<file path="src/verilog/notify_pkg.sv">
package notify_pkg;
  // ==================================================================
  // register offsets (index on the plain port)
  localparam logic [7:0] ADDR_PACKET_WIDTH = 8'h03;
  localparam logic [7:0] ADDR_LATENCY = 8'h04;
  localparam logic [7:0] ADDR_PIN_SELECT = 8'h06;
  localparam logic [7:0] ADDR_PIN_HIGH = 8'h10;
  localparam logic [7:0] ADDR_PIN_LOW = 8'h11;
  localparam logic [7:0] ADDR_PIN_LEVEL = 8'h12;
  localparam logic [7:0] ADDR_PIN_DIR = 8'h13;
  localparam logic [7:0] ADDR_PIN_MASK = 8'h14;
  // ==================================================================
  // field positions and reset values
  localparam int WIDE_BIT = 0;
  localparam int PKT_SIZE_BIT = 1;
  localparam int LATENCY_BIT = 0;
  localparam logic [7:0] PACKET_WIDTH_RST = 8'h00;
  localparam logic [7:0] LATENCY_RST = 8'h00;
  localparam logic [7:0] PIN_SELECT_RST = 8'h00;
  localparam logic [5:0] PIN_OUT_RST = 6'h00;
  localparam logic [5:0] PIN_DIR_RST = 6'h00;
  localparam logic [5:0] PIN_MASK_RST = 6'h00;
  localparam logic [7:0] PACKET_WIDTH_MASK = 8'h03;
  localparam logic [7:0] LATENCY_MASK = 8'h01;
  localparam logic [7:0] PIN_SELECT_MASK = 8'h7B;
  // ==================================================================
  // notification layout
  localparam logic [7:0] NOTE_REQ_TYPE = 8'hA1;
  localparam logic [7:0] NOTE_CODE = 8'h20;
  localparam logic [15:0] NOTE_VALUE = 16'h0000;
  localparam logic [15:0] NOTE_INDEX = 16'h0000;
  localparam logic [15:0] NOTE_LENGTH = 16'h0002;
  localparam int NOTE_BYTES = 10;
  localparam logic [6:0] PKT_LARGE = 7'h40;
  localparam logic [6:0] PKT_SMALL = 7'h3F;
  localparam int SLOW_BAUD_LIMIT = 46921;
  localparam logic [6:0] FILL_LIMIT = 7'h40;
  localparam logic [1:0] TIMEOUT_CHARS = 2'h3;

  typedef struct packed {
    logic overrun;
    logic parity;
    logic framing;
    logic ring;
    logic brk;
    logic tx_carrier;
    logic rx_carrier;
  } line_state_t;

  typedef struct packed {
    logic [7:0] addr;
    logic [7:0] wdata;
    logic wr;
    logic rd;
  } reg_req_t;

  typedef enum logic [1:0] {
    NOTE_IDLE = 2'b00,
    NOTE_SEND = 2'b01,
    NOTE_DONE = 2'b11
  } note_state_t;
endpackage : notify_pkg

</file>
<file path="src/verilog/note_rom.sv">
`timescale 1ns/1ps
`default_nettype none
module note_rom (
  // clock and reset
  input wire logic clk_sys,
  input wire logic rst,
  // lookup
  input wire logic [3:0] idx,
  input wire logic [15:0] data_word,
  output logic [7:0] byte_q
);
  import notify_pkg::*;

  logic [7:0] byte_d;

  // ==================================================================
  // packet byte table
  always_comb begin
    case (idx)
      4'h0: byte_d = NOTE_REQ_TYPE;
      4'h1: byte_d = NOTE_CODE;
      4'h2: byte_d = NOTE_VALUE[7:0];
      4'h3: byte_d = NOTE_VALUE[15:8];
      4'h4: byte_d = NOTE_INDEX[7:0];
      4'h5: byte_d = NOTE_INDEX[15:8];
      4'h6: byte_d = NOTE_LENGTH[7:0];
      4'h7: byte_d = NOTE_LENGTH[15:8];
      4'h8: byte_d = data_word[7:0];
      4'h9: byte_d = data_word[15:8];
      default: byte_d = 8'h00;
    endcase
  end

  always_ff @(posedge clk_sys or posedge rst) begin
    if (rst) begin
      byte_q <= 8'h00;
    end else begin
      byte_q <= byte_d;
    end
  end
endmodule : note_rom
`default_nettype wire

</file>
<file path="src/verilog/usb_uart_gpio_notify_ctrl.sv">
// Our own choice: the strobed register port.
`timescale 1ns/1ps
`default_nettype none
module usb_uart_gpio_notify_ctrl #(
  parameter int PINS = 6
) (
  // clock and reset
  input wire logic clk_sys,
  input wire logic rst,
  // register port
  input wire notify_pkg::reg_req_t req,
  output logic [7:0] rdata_q,
  // general pins
  input wire logic [5:0] general_pin_n_in,
  output logic [5:0] general_pin_n_out,
  output logic [5:0] general_pin_n_oe,
  // usb side
  input wire logic class_cmd_seen,
  input wire logic [23:0] baud_rate,
  input wire logic bulk_in_req,
  input wire logic note_ack,
  output logic note_valid,
  output logic [7:0] note_byte_q,
  output logic note_last,
  // uart side
  input wire notify_pkg::line_state_t line_state,
  input wire logic [8:0] rx_count,
  input wire logic char_tick,
  input wire logic rx_byte_in,
  output logic rx_forward_q,
  output logic wide_mode,
  output logic [6:0] packet_size_select
);
  import notify_pkg::*;

  logic [7:0] pkt_width_q;
  logic [7:0] latency_q;
  logic [7:0] pin_sel_q;
  logic [5:0] pin_out_q;
  logic [5:0] pin_dir_q;
  logic [5:0] pin_mask_q;
  logic [5:0] pin_prev_q;
  logic [1:0] idle_chars_q;
  logic [6:0] err_seen_q;
  logic [6:0] reported_q;
  logic pending_q;
  note_state_t state_q;
  logic [3:0] idx_q;
  logic [15:0] data_word;
  logic [7:0] high_byte;
  logic [6:0] live_state;
  logic [6:0] line_change;
  logic pin_change;
  logic slow_baud;
  logic wr_hit_pkt;
  logic wr_hit_lat;
  logic start_note;

  function automatic logic wr_at(input reg_req_t r, input logic [7:0] a);
    wr_at = r.wr && (r.addr == a);
  endfunction : wr_at

  // ==================================================================
  // control registers
  assign wr_hit_pkt = wr_at(req, ADDR_PACKET_WIDTH);
  assign wr_hit_lat = wr_at(req, ADDR_LATENCY);
  assign slow_baud = baud_rate < 24'(SLOW_BAUD_LIMIT);

  always_ff @(posedge clk_sys or posedge rst) begin
    if (rst) begin
      pkt_width_q <= PACKET_WIDTH_RST;
    end else begin
      if (wr_hit_pkt) begin
        pkt_width_q <= req.wdata & PACKET_WIDTH_MASK;
      end
      // hardware set wins over a software clear in the same cycle
      if (class_cmd_seen) begin
        pkt_width_q[PKT_SIZE_BIT] <= 1'b1;
      end
    end
  end

  always_ff @(posedge clk_sys or posedge rst) begin
    if (rst) begin
      latency_q <= LATENCY_RST;
    end else begin
      if (wr_hit_lat) begin
        latency_q <= req.wdata & LATENCY_MASK;
      end
      if (slow_baud) begin
        latency_q[LATENCY_BIT] <= 1'b1;
      end
    end
  end

  always_ff @(posedge clk_sys or posedge rst) begin
    if (rst) begin
      pin_sel_q <= PIN_SELECT_RST;
    end else if (wr_at(req, ADDR_PIN_SELECT)) begin
      pin_sel_q <= req.wdata & PIN_SELECT_MASK;
    end
  end

  assign wide_mode = pkt_width_q[WIDE_BIT];
  assign packet_size_select = pkt_width_q[PKT_SIZE_BIT] ? PKT_SMALL : PKT_LARGE;

  // ==================================================================
  // general pins
  always_ff @(posedge clk_sys or posedge rst) begin
    if (rst) begin
      pin_out_q <= PIN_OUT_RST;
    end else begin
      // upper bits ignored, software keeps them zero
      if (wr_at(req, ADDR_PIN_HIGH)) begin
        pin_out_q <= pin_out_q | req.wdata[5:0];
      end else if (wr_at(req, ADDR_PIN_LOW)) begin
        pin_out_q <= pin_out_q & ~req.wdata[5:0];
      end
    end
  end

  always_ff @(posedge clk_sys or posedge rst) begin
    if (rst) begin
      pin_dir_q <= PIN_DIR_RST;
      pin_mask_q <= PIN_MASK_RST;
    end else begin
      if (wr_at(req, ADDR_PIN_DIR)) begin
        pin_dir_q <= req.wdata[5:0];
      end
      if (wr_at(req, ADDR_PIN_MASK)) begin
        pin_mask_q <= req.wdata[5:0];
      end
    end
  end

  assign general_pin_n_out = pin_out_q;
  assign general_pin_n_oe = pin_dir_q;

  // ==================================================================
  // read path, unmapped reads return zero
  always_ff @(posedge clk_sys or posedge rst) begin
    if (rst) begin
      rdata_q <= 8'h00;
    end else if (req.rd) begin
      case (req.addr)
        ADDR_PACKET_WIDTH: rdata_q <= pkt_width_q;
        ADDR_LATENCY: rdata_q <= latency_q;
        ADDR_PIN_SELECT: rdata_q <= pin_sel_q;
        ADDR_PIN_LEVEL: rdata_q <= {2'b00, general_pin_n_in};
        ADDR_PIN_DIR: rdata_q <= {2'b00, pin_dir_q};
        ADDR_PIN_MASK: rdata_q <= {2'b00, pin_mask_q};
        default: rdata_q <= 8'h00;
      endcase
    end else begin
      rdata_q <= 8'h00;
    end
  end

  // ==================================================================
  // receive forwarding
  always_ff @(posedge clk_sys or posedge rst) begin
    if (rst) begin
      idle_chars_q <= 2'b00;
    end else if (rx_byte_in || rx_count == 9'h000) begin
      idle_chars_q <= 2'b00;
    end else if (char_tick && idle_chars_q != TIMEOUT_CHARS) begin
      idle_chars_q <= idle_chars_q + 2'b01;
    end
  end

  always_ff @(posedge clk_sys or posedge rst) begin
    if (rst) begin
      rx_forward_q <= 1'b0;
    end else if (latency_q[LATENCY_BIT]) begin
      rx_forward_q <= bulk_in_req && rx_count != 9'h000;
    end else begin
      rx_forward_q <= bulk_in_req && (rx_count >= {2'b00, FILL_LIMIT}
        || (idle_chars_q == TIMEOUT_CHARS && rx_count != 9'h000));
    end
  end

  // ==================================================================
  // notification data word
  // sel bit order: 0 pin1, 1 pin2, 3 pin0, 4 pin3, 5 pin4, 6 pin5
  always_comb begin
    high_byte = 8'h00;
    high_byte[0] = pin_sel_q[0] & general_pin_n_in[1];
    high_byte[1] = pin_sel_q[1] & general_pin_n_in[2];
    high_byte[3] = pin_sel_q[3] & general_pin_n_in[0];
    high_byte[4] = pin_sel_q[4] & general_pin_n_in[3];
    high_byte[5] = pin_sel_q[5] & general_pin_n_in[4];
    high_byte[6] = pin_sel_q[6] & general_pin_n_in[5];
  end

  // sticky errors: held until a packet carrying them is sent
  assign live_state = line_state | {err_seen_q[6:4], 4'h0};
  assign data_word = {high_byte, 1'b0, live_state};

  always_ff @(posedge clk_sys or posedge rst) begin
    if (rst) begin
      err_seen_q <= 7'h00;
    end else begin
      // new error wins over the clear after reporting
      if (state_q == NOTE_DONE) begin
        err_seen_q <= {line_state[6:4], 4'h0};
      end else begin
        err_seen_q <= err_seen_q | {line_state[6:4], 4'h0};
      end
    end
  end

  // ==================================================================
  // change detection
  assign line_change = live_state ^ reported_q;
  assign pin_change =
    |((general_pin_n_in ^ pin_prev_q) & pin_mask_q & ~pin_dir_q);

  always_ff @(posedge clk_sys or posedge rst) begin
    if (rst) begin
      pin_prev_q <= 6'h00;
    end else begin
      pin_prev_q <= general_pin_n_in;
    end
  end

  always_ff @(posedge clk_sys or posedge rst) begin
    if (rst) begin
      pending_q <= 1'b0;
    end else if (pin_change || line_change != 7'h00) begin
      pending_q <= 1'b1;
    end else if (start_note) begin
      pending_q <= 1'b0;
    end
  end

  // ==================================================================
  // packet sender, one byte per ack
  assign start_note = state_q == NOTE_IDLE && pending_q;

  always_ff @(posedge clk_sys or posedge rst) begin
    if (rst) begin
      state_q <= NOTE_IDLE;
      idx_q <= 4'h0;
      reported_q <= 7'h00;
    end else begin
      case (state_q)
        NOTE_IDLE: begin
          idx_q <= 4'h0;
          if (pending_q) begin
            state_q <= NOTE_SEND;
            reported_q <= live_state;
          end
        end
        NOTE_SEND: begin
          // only a real handshake advances; a stray ack is not a byte
          if (note_valid && note_ack) begin
            if (idx_q == 4'(NOTE_BYTES - 1)) begin
              state_q <= NOTE_DONE;
            end else begin
              idx_q <= idx_q + 4'h1;
            end
          end
        end
        NOTE_DONE: begin
          state_q <= NOTE_IDLE;
          reported_q <= reported_q & 7'h0F;
        end
        default: state_q <= NOTE_IDLE;
      endcase
    end
  end

  // byte register lags index by one cycle; valid waits for it
  logic byte_ready_q;
  always_ff @(posedge clk_sys or posedge rst) begin
    if (rst) begin
      byte_ready_q <= 1'b0;
    end else begin
      byte_ready_q <= state_q == NOTE_SEND && !(note_valid && note_ack);
    end
  end

  assign note_valid = state_q == NOTE_SEND && byte_ready_q;
  assign note_last = note_valid && idx_q == 4'(NOTE_BYTES - 1);

  note_rom u_rom (
    .clk_sys(clk_sys),
    .rst(rst),
    .idx(idx_q),
    .data_word(data_word),
    .byte_q(note_byte_q)
  );
endmodule : usb_uart_gpio_notify_ctrl
`default_nettype wire
</file>
<file path="config.mk">
export PLATFORM = sky130hd
export DESIGN_NAME = usb_uart_gpio_notify_ctrl
export DESIGN_NICKNAME = d
export VERILOG_FILES = /design/src/verilog/notify_pkg.sv /design/src/verilog/note_rom.sv /design/src/verilog/usb_uart_gpio_notify_ctrl.sv
export SDC_FILE = /design/constraint.sdc
export NUM_CORES = 1
export LEC_CHECK = 0
export BUFFER_PORTS_ARGS = -buffer_cell sky130_fd_sc_hd__buf_2
export CAP_MARGIN = 5
export CORE_ASPECT_RATIO = 1.4
export CORE_UTILIZATION = 40
export CTS_CLUSTER_DIAMETER = 80
export DETAILED_ROUTE_END_ITERATION = 16
export HOLD_SLACK_MARGIN = 0.05
export PLACE_DENSITY_LB_ADDON = 0.1
export SLEW_MARGIN = 15
export SYNTH_ARGS = -nofsm -noshare
export SYNTH_HDL_FRONTEND = slang
export SYNTH_SLANG_ARGS = --single-unit
</file>
<file path="constraint.sdc">
create_clock -name clk_sys -period 2.1 [get_ports clk_sys]
set_input_delay 0.315 -clock clk_sys [delete_from_list [all_inputs] [get_ports clk_sys]]
set_output_delay 0.315 -clock clk_sys [all_outputs]
set_load 0.02 [all_outputs]
</file>
After elaboration in Yosys (flattened, before gate mapping):

Cells that the tools add are included.

* bits of input ports: 71
* word-level logic and storage cells: 122
* register bits: 74
* output and inout bits: 39

* $add $sub $neg: 2
* order comparisons: 2
* bitwise gates (word level): 17
* equal/unequal tests: 20
* reductions and logical operators: 37
* mux-type cells: 25

Operators by type and width (count)
* case mux 7 bit (6 select lines): 1
* equality test 8 x 5 -> 1 bit (second input constant): 5
* case mux 8 bit (5 select lines): 1
* < comparator 24 x 16 -> 1 bit (second input constant): 1
* two-way mux 7 bit: 3
* bitwise AND 6 bit: 3
* equality test 8 x 3 -> 1 bit (second input constant): 2
* logical AND 1 bit: 16
* bitwise OR 7 bit: 2
* case mux 7 bit (2 select lines): 1
* nonzero test 2 bit: 7
* two-way mux 2 bit: 6
* two-way mux 6 bit: 2
* inverter 6 bit: 2
* != test 2 bit (second input constant): 5
* greater-or-equal comparator 9 x 7 -> 1 bit (second input constant): 1
* logical NOT 9 bit: 1
* AND reduction 3 bit: 3
* nonzero test 9 bit: 1
* equality test 4 bit (second input constant): 2
* equality test 8 x 2 -> 1 bit (second input constant): 1
* two-way mux 4 bit: 2
* two-way mux 8 bit: 1
* case mux 4 bit (2 select lines): 1
* 20 further kinds: 33

Logic depth before layout (Yosys ltp):

* word-level depth: 6
* mapped depth: 6

Modules after synthesis:

Synthesis repeated with hierarchy kept, for this count alone.

* cells, all modules: 311
* area, all modules: 3473.3 um2

By module, submodules not included
* usb_uart_gpio_notify_ctrl: area each 3083.0 um2, cells an instance 277, instances 1
* note_rom: area each 390.4 um2, cells an instance 34, instances 1

Worst setup path after synthesis:

OpenSTA, ideal clock, no wires.

* path type: flip-flop to output port
* from: register state_q[0]
* to: output port note_last
* cell stages (with the launch flop): 6
* arrival: 1.427 ns
* required time: 1.785 ns
* setup slack: 0.358 ns
* path buffers: 1
* cells stage by stage: dfrtp_1 -> clkbuf_1 -> inv_2 -> nor2_1 -> and2_1 -> nor2b_1

* longest elaborated chain between the ends: 3

Ends and longest elaborated chain
* start: declaration: line usb_uart_gpio_notify_ctrl.sv:47 `note_state_t state_q;`
* start signal: assignment: line usb_uart_gpio_notify_ctrl.sv:242 `state_q <= NOTE_IDLE;`
* start signal: assignment: line usb_uart_gpio_notify_ctrl.sv:250 `state_q <= NOTE_SEND;`
* start signal: assignment: line usb_uart_gpio_notify_ctrl.sv:258 `state_q <= NOTE_DONE;`
* equality test 2 x 1 -> 1 bit: line usb_uart_gpio_notify_ctrl.sv:283 `assign note_valid = state_q == NOTE_SEND && byte_ready_q;`
* logical AND 1 bit: line usb_uart_gpio_notify_ctrl.sv:283
* via note_valid: line usb_uart_gpio_notify_ctrl.sv:22 `output logic note_valid,`
* logical AND 1 bit: line usb_uart_gpio_notify_ctrl.sv:284 `assign note_last = note_valid && idx_q == 4'(NOTE_BYTES - 1);`
* end: declaration: line usb_uart_gpio_notify_ctrl.sv:24 `output logic note_last,`

The timed path passes the listed nets, and every way through them passes these cells.

Worst setup path in the final report:

* from: register state_q[1]
* to: output port note_last

* longest elaborated chain between the ends: 3

Ends and longest elaborated chain (line)
* equality test 2 x 1 -> 1 bit: usb_uart_gpio_notify_ctrl.sv:283
* logical AND 1 bit: usb_uart_gpio_notify_ctrl.sv:283
* logical AND 1 bit: usb_uart_gpio_notify_ctrl.sv:284

Every way passes these cells.

==> impl_summary.md <==
Logic synthesis
The share of the Yosys chip area taken by registers is 50.4%. The biggest area contributor in the post-synthesis netlist is sky130_fd_sc_hd__dfrtp_1. By area the synthesized netlist is led by sky130_fd_sc_hd__dfrtp_1 50%, sky130_fd_sc_hd__mux2_1 7.6%, sky130_fd_sc_hd__nor2_1 3.0%. In the synthesized netlist the dominant register cell turns out to be sky130_fd_sc_hd__dfrtp_1.

The Yosys warning count is 0. In this run, synthesis produced a sequential element count of 69. The fraction of synthesis flops using an asynchronous set or reset pin is 100%.

The number of distinct library cells after synthesis is 53. The number of nets in the synthesized netlist is 401. The netlist area before placement is 0.00343 mm^2. After synthesis, the largest area contributor takes up 50.4% of total cell area. Averaged over all synthesized cells, the footprint is 10.5 um^2. The number of flops mapped to enable cells by yosys is 0. Synthesis produced 325 cells.

CTS
The post-CTS setup buffer count is 0. In this run the number of H-tree levels came out at 3. The largest buffer count on any clock path is 2. Counting the buffers created by CTS gives 9. TritonCTS built the clock tree. The clock root buffer is sky130_fd_sc_hd__clkbuf_16. The total number of clock tree sinks is 69. The clock latency on the worst-skew pair is 330 ps. The clock transition at the registers of the reported paths is 60 ps.

Global routing
The initial antenna violation count is 0. Global routing consumed, over all layers together, 21.1% of the routing resources. The via count of the first global-routing pass is 2813. For this run the aggregate overflow at the end of global routing stands at 0.

The first global-routing pass estimated 14.0 mm of wire. The pin count of the biggest net entering global routing is 45.

Cells and area
The net count of the finished layout is 514. The fraction of final layout cells sized beyond drive strength 1 is 31.2%. The antenna diode instance count is 0. The count of cells in the finished layout, fillers not included, comes to 545. Once layout is done, the placed cells without fillers occupy 0.00441 mm^2. The library cells used most frequently in the layout, excluding fill and tap cells, are 107 x sky130_fd_sc_hd__buf_2, 69 x sky130_fd_sc_hd__dfrtp_1, 27 x sky130_fd_sc_hd__nor2_1. Compared with the post-synthesis result, the final layout area differs by 28.7%.

The commonest non-fill, non-tap cell in the layout is sky130_fd_sc_hd__buf_2.

Placement
Detailed placement finished with a half-perimeter wire length of 6.66 mm. Prior to clock tree synthesis, the placed netlist has a worst setup slack of 170 ps. The number of placed instances, taps included, is 528. The congestion estimate from routability-driven global placement came to 0.843.

The port buffer count is 107. In this run the cell area measured after placement is 0.00409 mm^2.

Floorplan
The top-level port count is 110. Once the floorplan was initialized, standard cells occupied 41.6% of the core. The die extent in y is 112 um.

The region available for standard cell placement spans 0.00825 mm^2. Measured along the x axis, the die boundary spans 80.2 um. The die area is 0.00895 mm^2.

The placement row count is 39.

Pwr
The highest ir drop seen on vdd is 0.625 mV. Summed over all cells, the static leakage comes to 2.15 nW. Power spread over the standard cell area amounts to 930 mW/mm^2.

Timing
Dividing the final minimum period by the clock period gives 92.0%. The clock tree skew after final layout is 6.33 ps. The accumulated negative setup slack is 0 ps.

The post-route worst setup slack is 169 ps. The tightest hold path in the finished design has a slack of 156 ps. The worst-margin pin slew is 500 ps. The final-report max-slew violation count is 0.

The worst path needs 1930 ps of the cycle, external delays included. Setup repair after global routing left no endpoint under its margin. The maximum clock frequency is 0.518 GHz. Headroom to the max-slew limit came out at 66.4%.

Setup violations remaining at the end of the flow were counted as 0. The count of endpoints failing hold in the final timing report is 0.

Drt
The detailed-routing iteration count for the pre-antenna-repair pass is 4. The via total after detailed routing is 2914. The average wire per cell in the routed design is 16.0 um.

The number of design rule violations left after detail routing is 0. The antenna violation net count after detailed routing is 0. The vias per cell is 5.35. The aggregate routed wire length is 8.71 mm. The number of violations reported at the end of detailed-routing iteration 0 is 130.

Worst setup path
In this run the worst path has a maximum fanout of 17. The worst setup path is of the reg2out kind. Data arrives at the worst endpoint at 1620 ps. Walking the worst path, the cells encountered are nor2_1, and2_1, nor2b_1, buf_2. The startpoint class of the critical path is a flip-flop. The standard cell with the maximum stage delay on the critical path is sky130_fd_sc_hd__dfrtp_1. STA classifies the critical path endpoint as an output port. The maximum cell stage delay along the critical path is 560 ps.

STA puts the critical path data required time at 1780 ps.

Status
The run finished with clean final reports.

Hold path
The min-delay analysis places its worst path in the category in2reg.

Run
The reported max-cap violation count is 0.
[layer usage]
layer  vias to the layer above  track usage (%)  wire [um]
li1                       1391                -          -
met1                      1403             22.8       3330
met2                       101             38.5       4630
met3                        19             4.26        482
met4                         0             9.88        272
met5                         -                0          0
[worst max-delay path: cells and delay by family (launching register included)]
kind / cells / cell delay, ps
buffers and inverters: 1 / 170
DFF: 1 / 560
and+or+nand+nor: 3 / 560
[state kept, by name (all words and copies together), names as in the netlist, 3 cells and up, named ones only]
name,cells
general_pin_n_oe,6
idx_q,4
reported_q,7
pin_prev_q,6
err_seen_q,3
pin_mask_q,6
pin_sel_q,6
u_rom.byte_q,8
rdata_q,7
[cells by family after synthesis]
| kind of cell | synth area share, % |
|---|---|
| compound gates | 11.7 |
| xor+xnor | 3.58 |
| fa+ha+maj | 1.83 |
| buf+inv | 3.54 |
| flops | 50.4 |
| mux | 9.02 |
| other cells | 0.109 |
| simple gates | 19.8 |
[per-stage QoR]
step	util [%]	total power [W]
final	53.5	0.00410
after global routing	53.5	0.00433
after CTS	53.5	0.00414
after detailed placement	49.6	0.00256
after global placement	49.6	0.00254
after floorplan	-	0.00224
[cell usage after synthesis (2+ instances only)]
library cell,number
sky130_fd_sc_hd__a21oi_1,11
sky130_fd_sc_hd__o211ai_1,2
sky130_fd_sc_hd__nor4_1,6
sky130_fd_sc_hd__nor4_4,2
sky130_fd_sc_hd__xnor2_1,10
sky130_fd_sc_hd__buf_4,6
sky130_fd_sc_hd__nand3_1,13
sky130_fd_sc_hd__xor2_1,4
sky130_fd_sc_hd__o21ai_1,13
sky130_fd_sc_hd__inv_2,2
sky130_fd_sc_hd__nand2b_1,5
sky130_fd_sc_hd__a21o_1,3
sky130_fd_sc_hd__nor2b_1,3
sky130_fd_sc_hd__a32o_1,3
sky130_fd_sc_hd__inv_1,10
sky130_fd_sc_hd__clkbuf_1,7
sky130_fd_sc_hd__mux2_1,23
sky130_fd_sc_hd__nand2_1,24
sky130_fd_sc_hd__a32oi_1,4
sky130_fd_sc_hd__or2_1,2
sky130_fd_sc_hd__dfrtp_1,69
sky130_fd_sc_hd__o21ai_0,8
sky130_fd_sc_hd__and3b_1,2
sky130_fd_sc_hd__and2_1,5
sky130_fd_sc_hd__nor3b_1,11
sky130_fd_sc_hd__o22ai_1,6
sky130_fd_sc_hd__a22oi_1,2
sky130_fd_sc_hd__nor2_1,27
sky130_fd_sc_hd__nor3_1,3
sky130_fd_sc_hd__a31oi_1,2
sky130_fd_sc_hd__ha_1,5
sky130_fd_sc_hd__mux2i_1,5
sky130_fd_sc_hd__and3_1,5
sky130_fd_sc_hd__nand4_1,3
[final cells by class]
type / count / area [um^2]
Fill cell: 771 / 3840
Clock buffer: 13 / 270
Multi-Input combinational cell: 230 / 1580
Inverter: 12 / 45.0
Sequential cell: 69 / 1730
Clock inverter: 3 / 42.5
Tap cell: 102 / 128
Timing Repair Buffer: 116 / 618
[worst paths after layout]
check	to	slack, ps	depth (start not counted)	start
max	note_last	170	4	state_q[1]$_DFFE_PP0P_
min	pin_prev_q[5]$_DFF_PP0_	160	1	general_pin_n_in[5]
max reg2reg	pending_q$_DFFE_PP0P_	620	4	state_q[1]$_DFFE_PP0P_
min reg2reg	err_seen_q[4]$_DFF_PP0_	470	1	err_seen_q[4]$_DFF_PP0_
max in group asynchronous	pkt_width_q[1]$_DFFE_PP0P_	980	4	rst
min in group asynchronous	rdata_q[5]$_DFF_PP0_	540	3	rst
[power by group]
group / total [W] / internal [W] / leakage, nW / switching [W]
clock network: 0.00156 / 0.00101 / 0.152 / 0.000545
registers: 0.00170 / 0.00153 / 0.866 / 0.000164
logic: 0.000844 / 0.000366 / 1.13 / 0.000478
total: 0.00410 / 0.00291 / 2.15 / 0.00119
[timing repair]
item / in CTS / in global routing
hold buffers: 1 / 0
resized for setup: 0 / 0
endpoints found under the setup margin: 0 / 0
endpoints found under the hold margin: 18 / 0
Note: power is estimated with default switching activity, not from simulation.
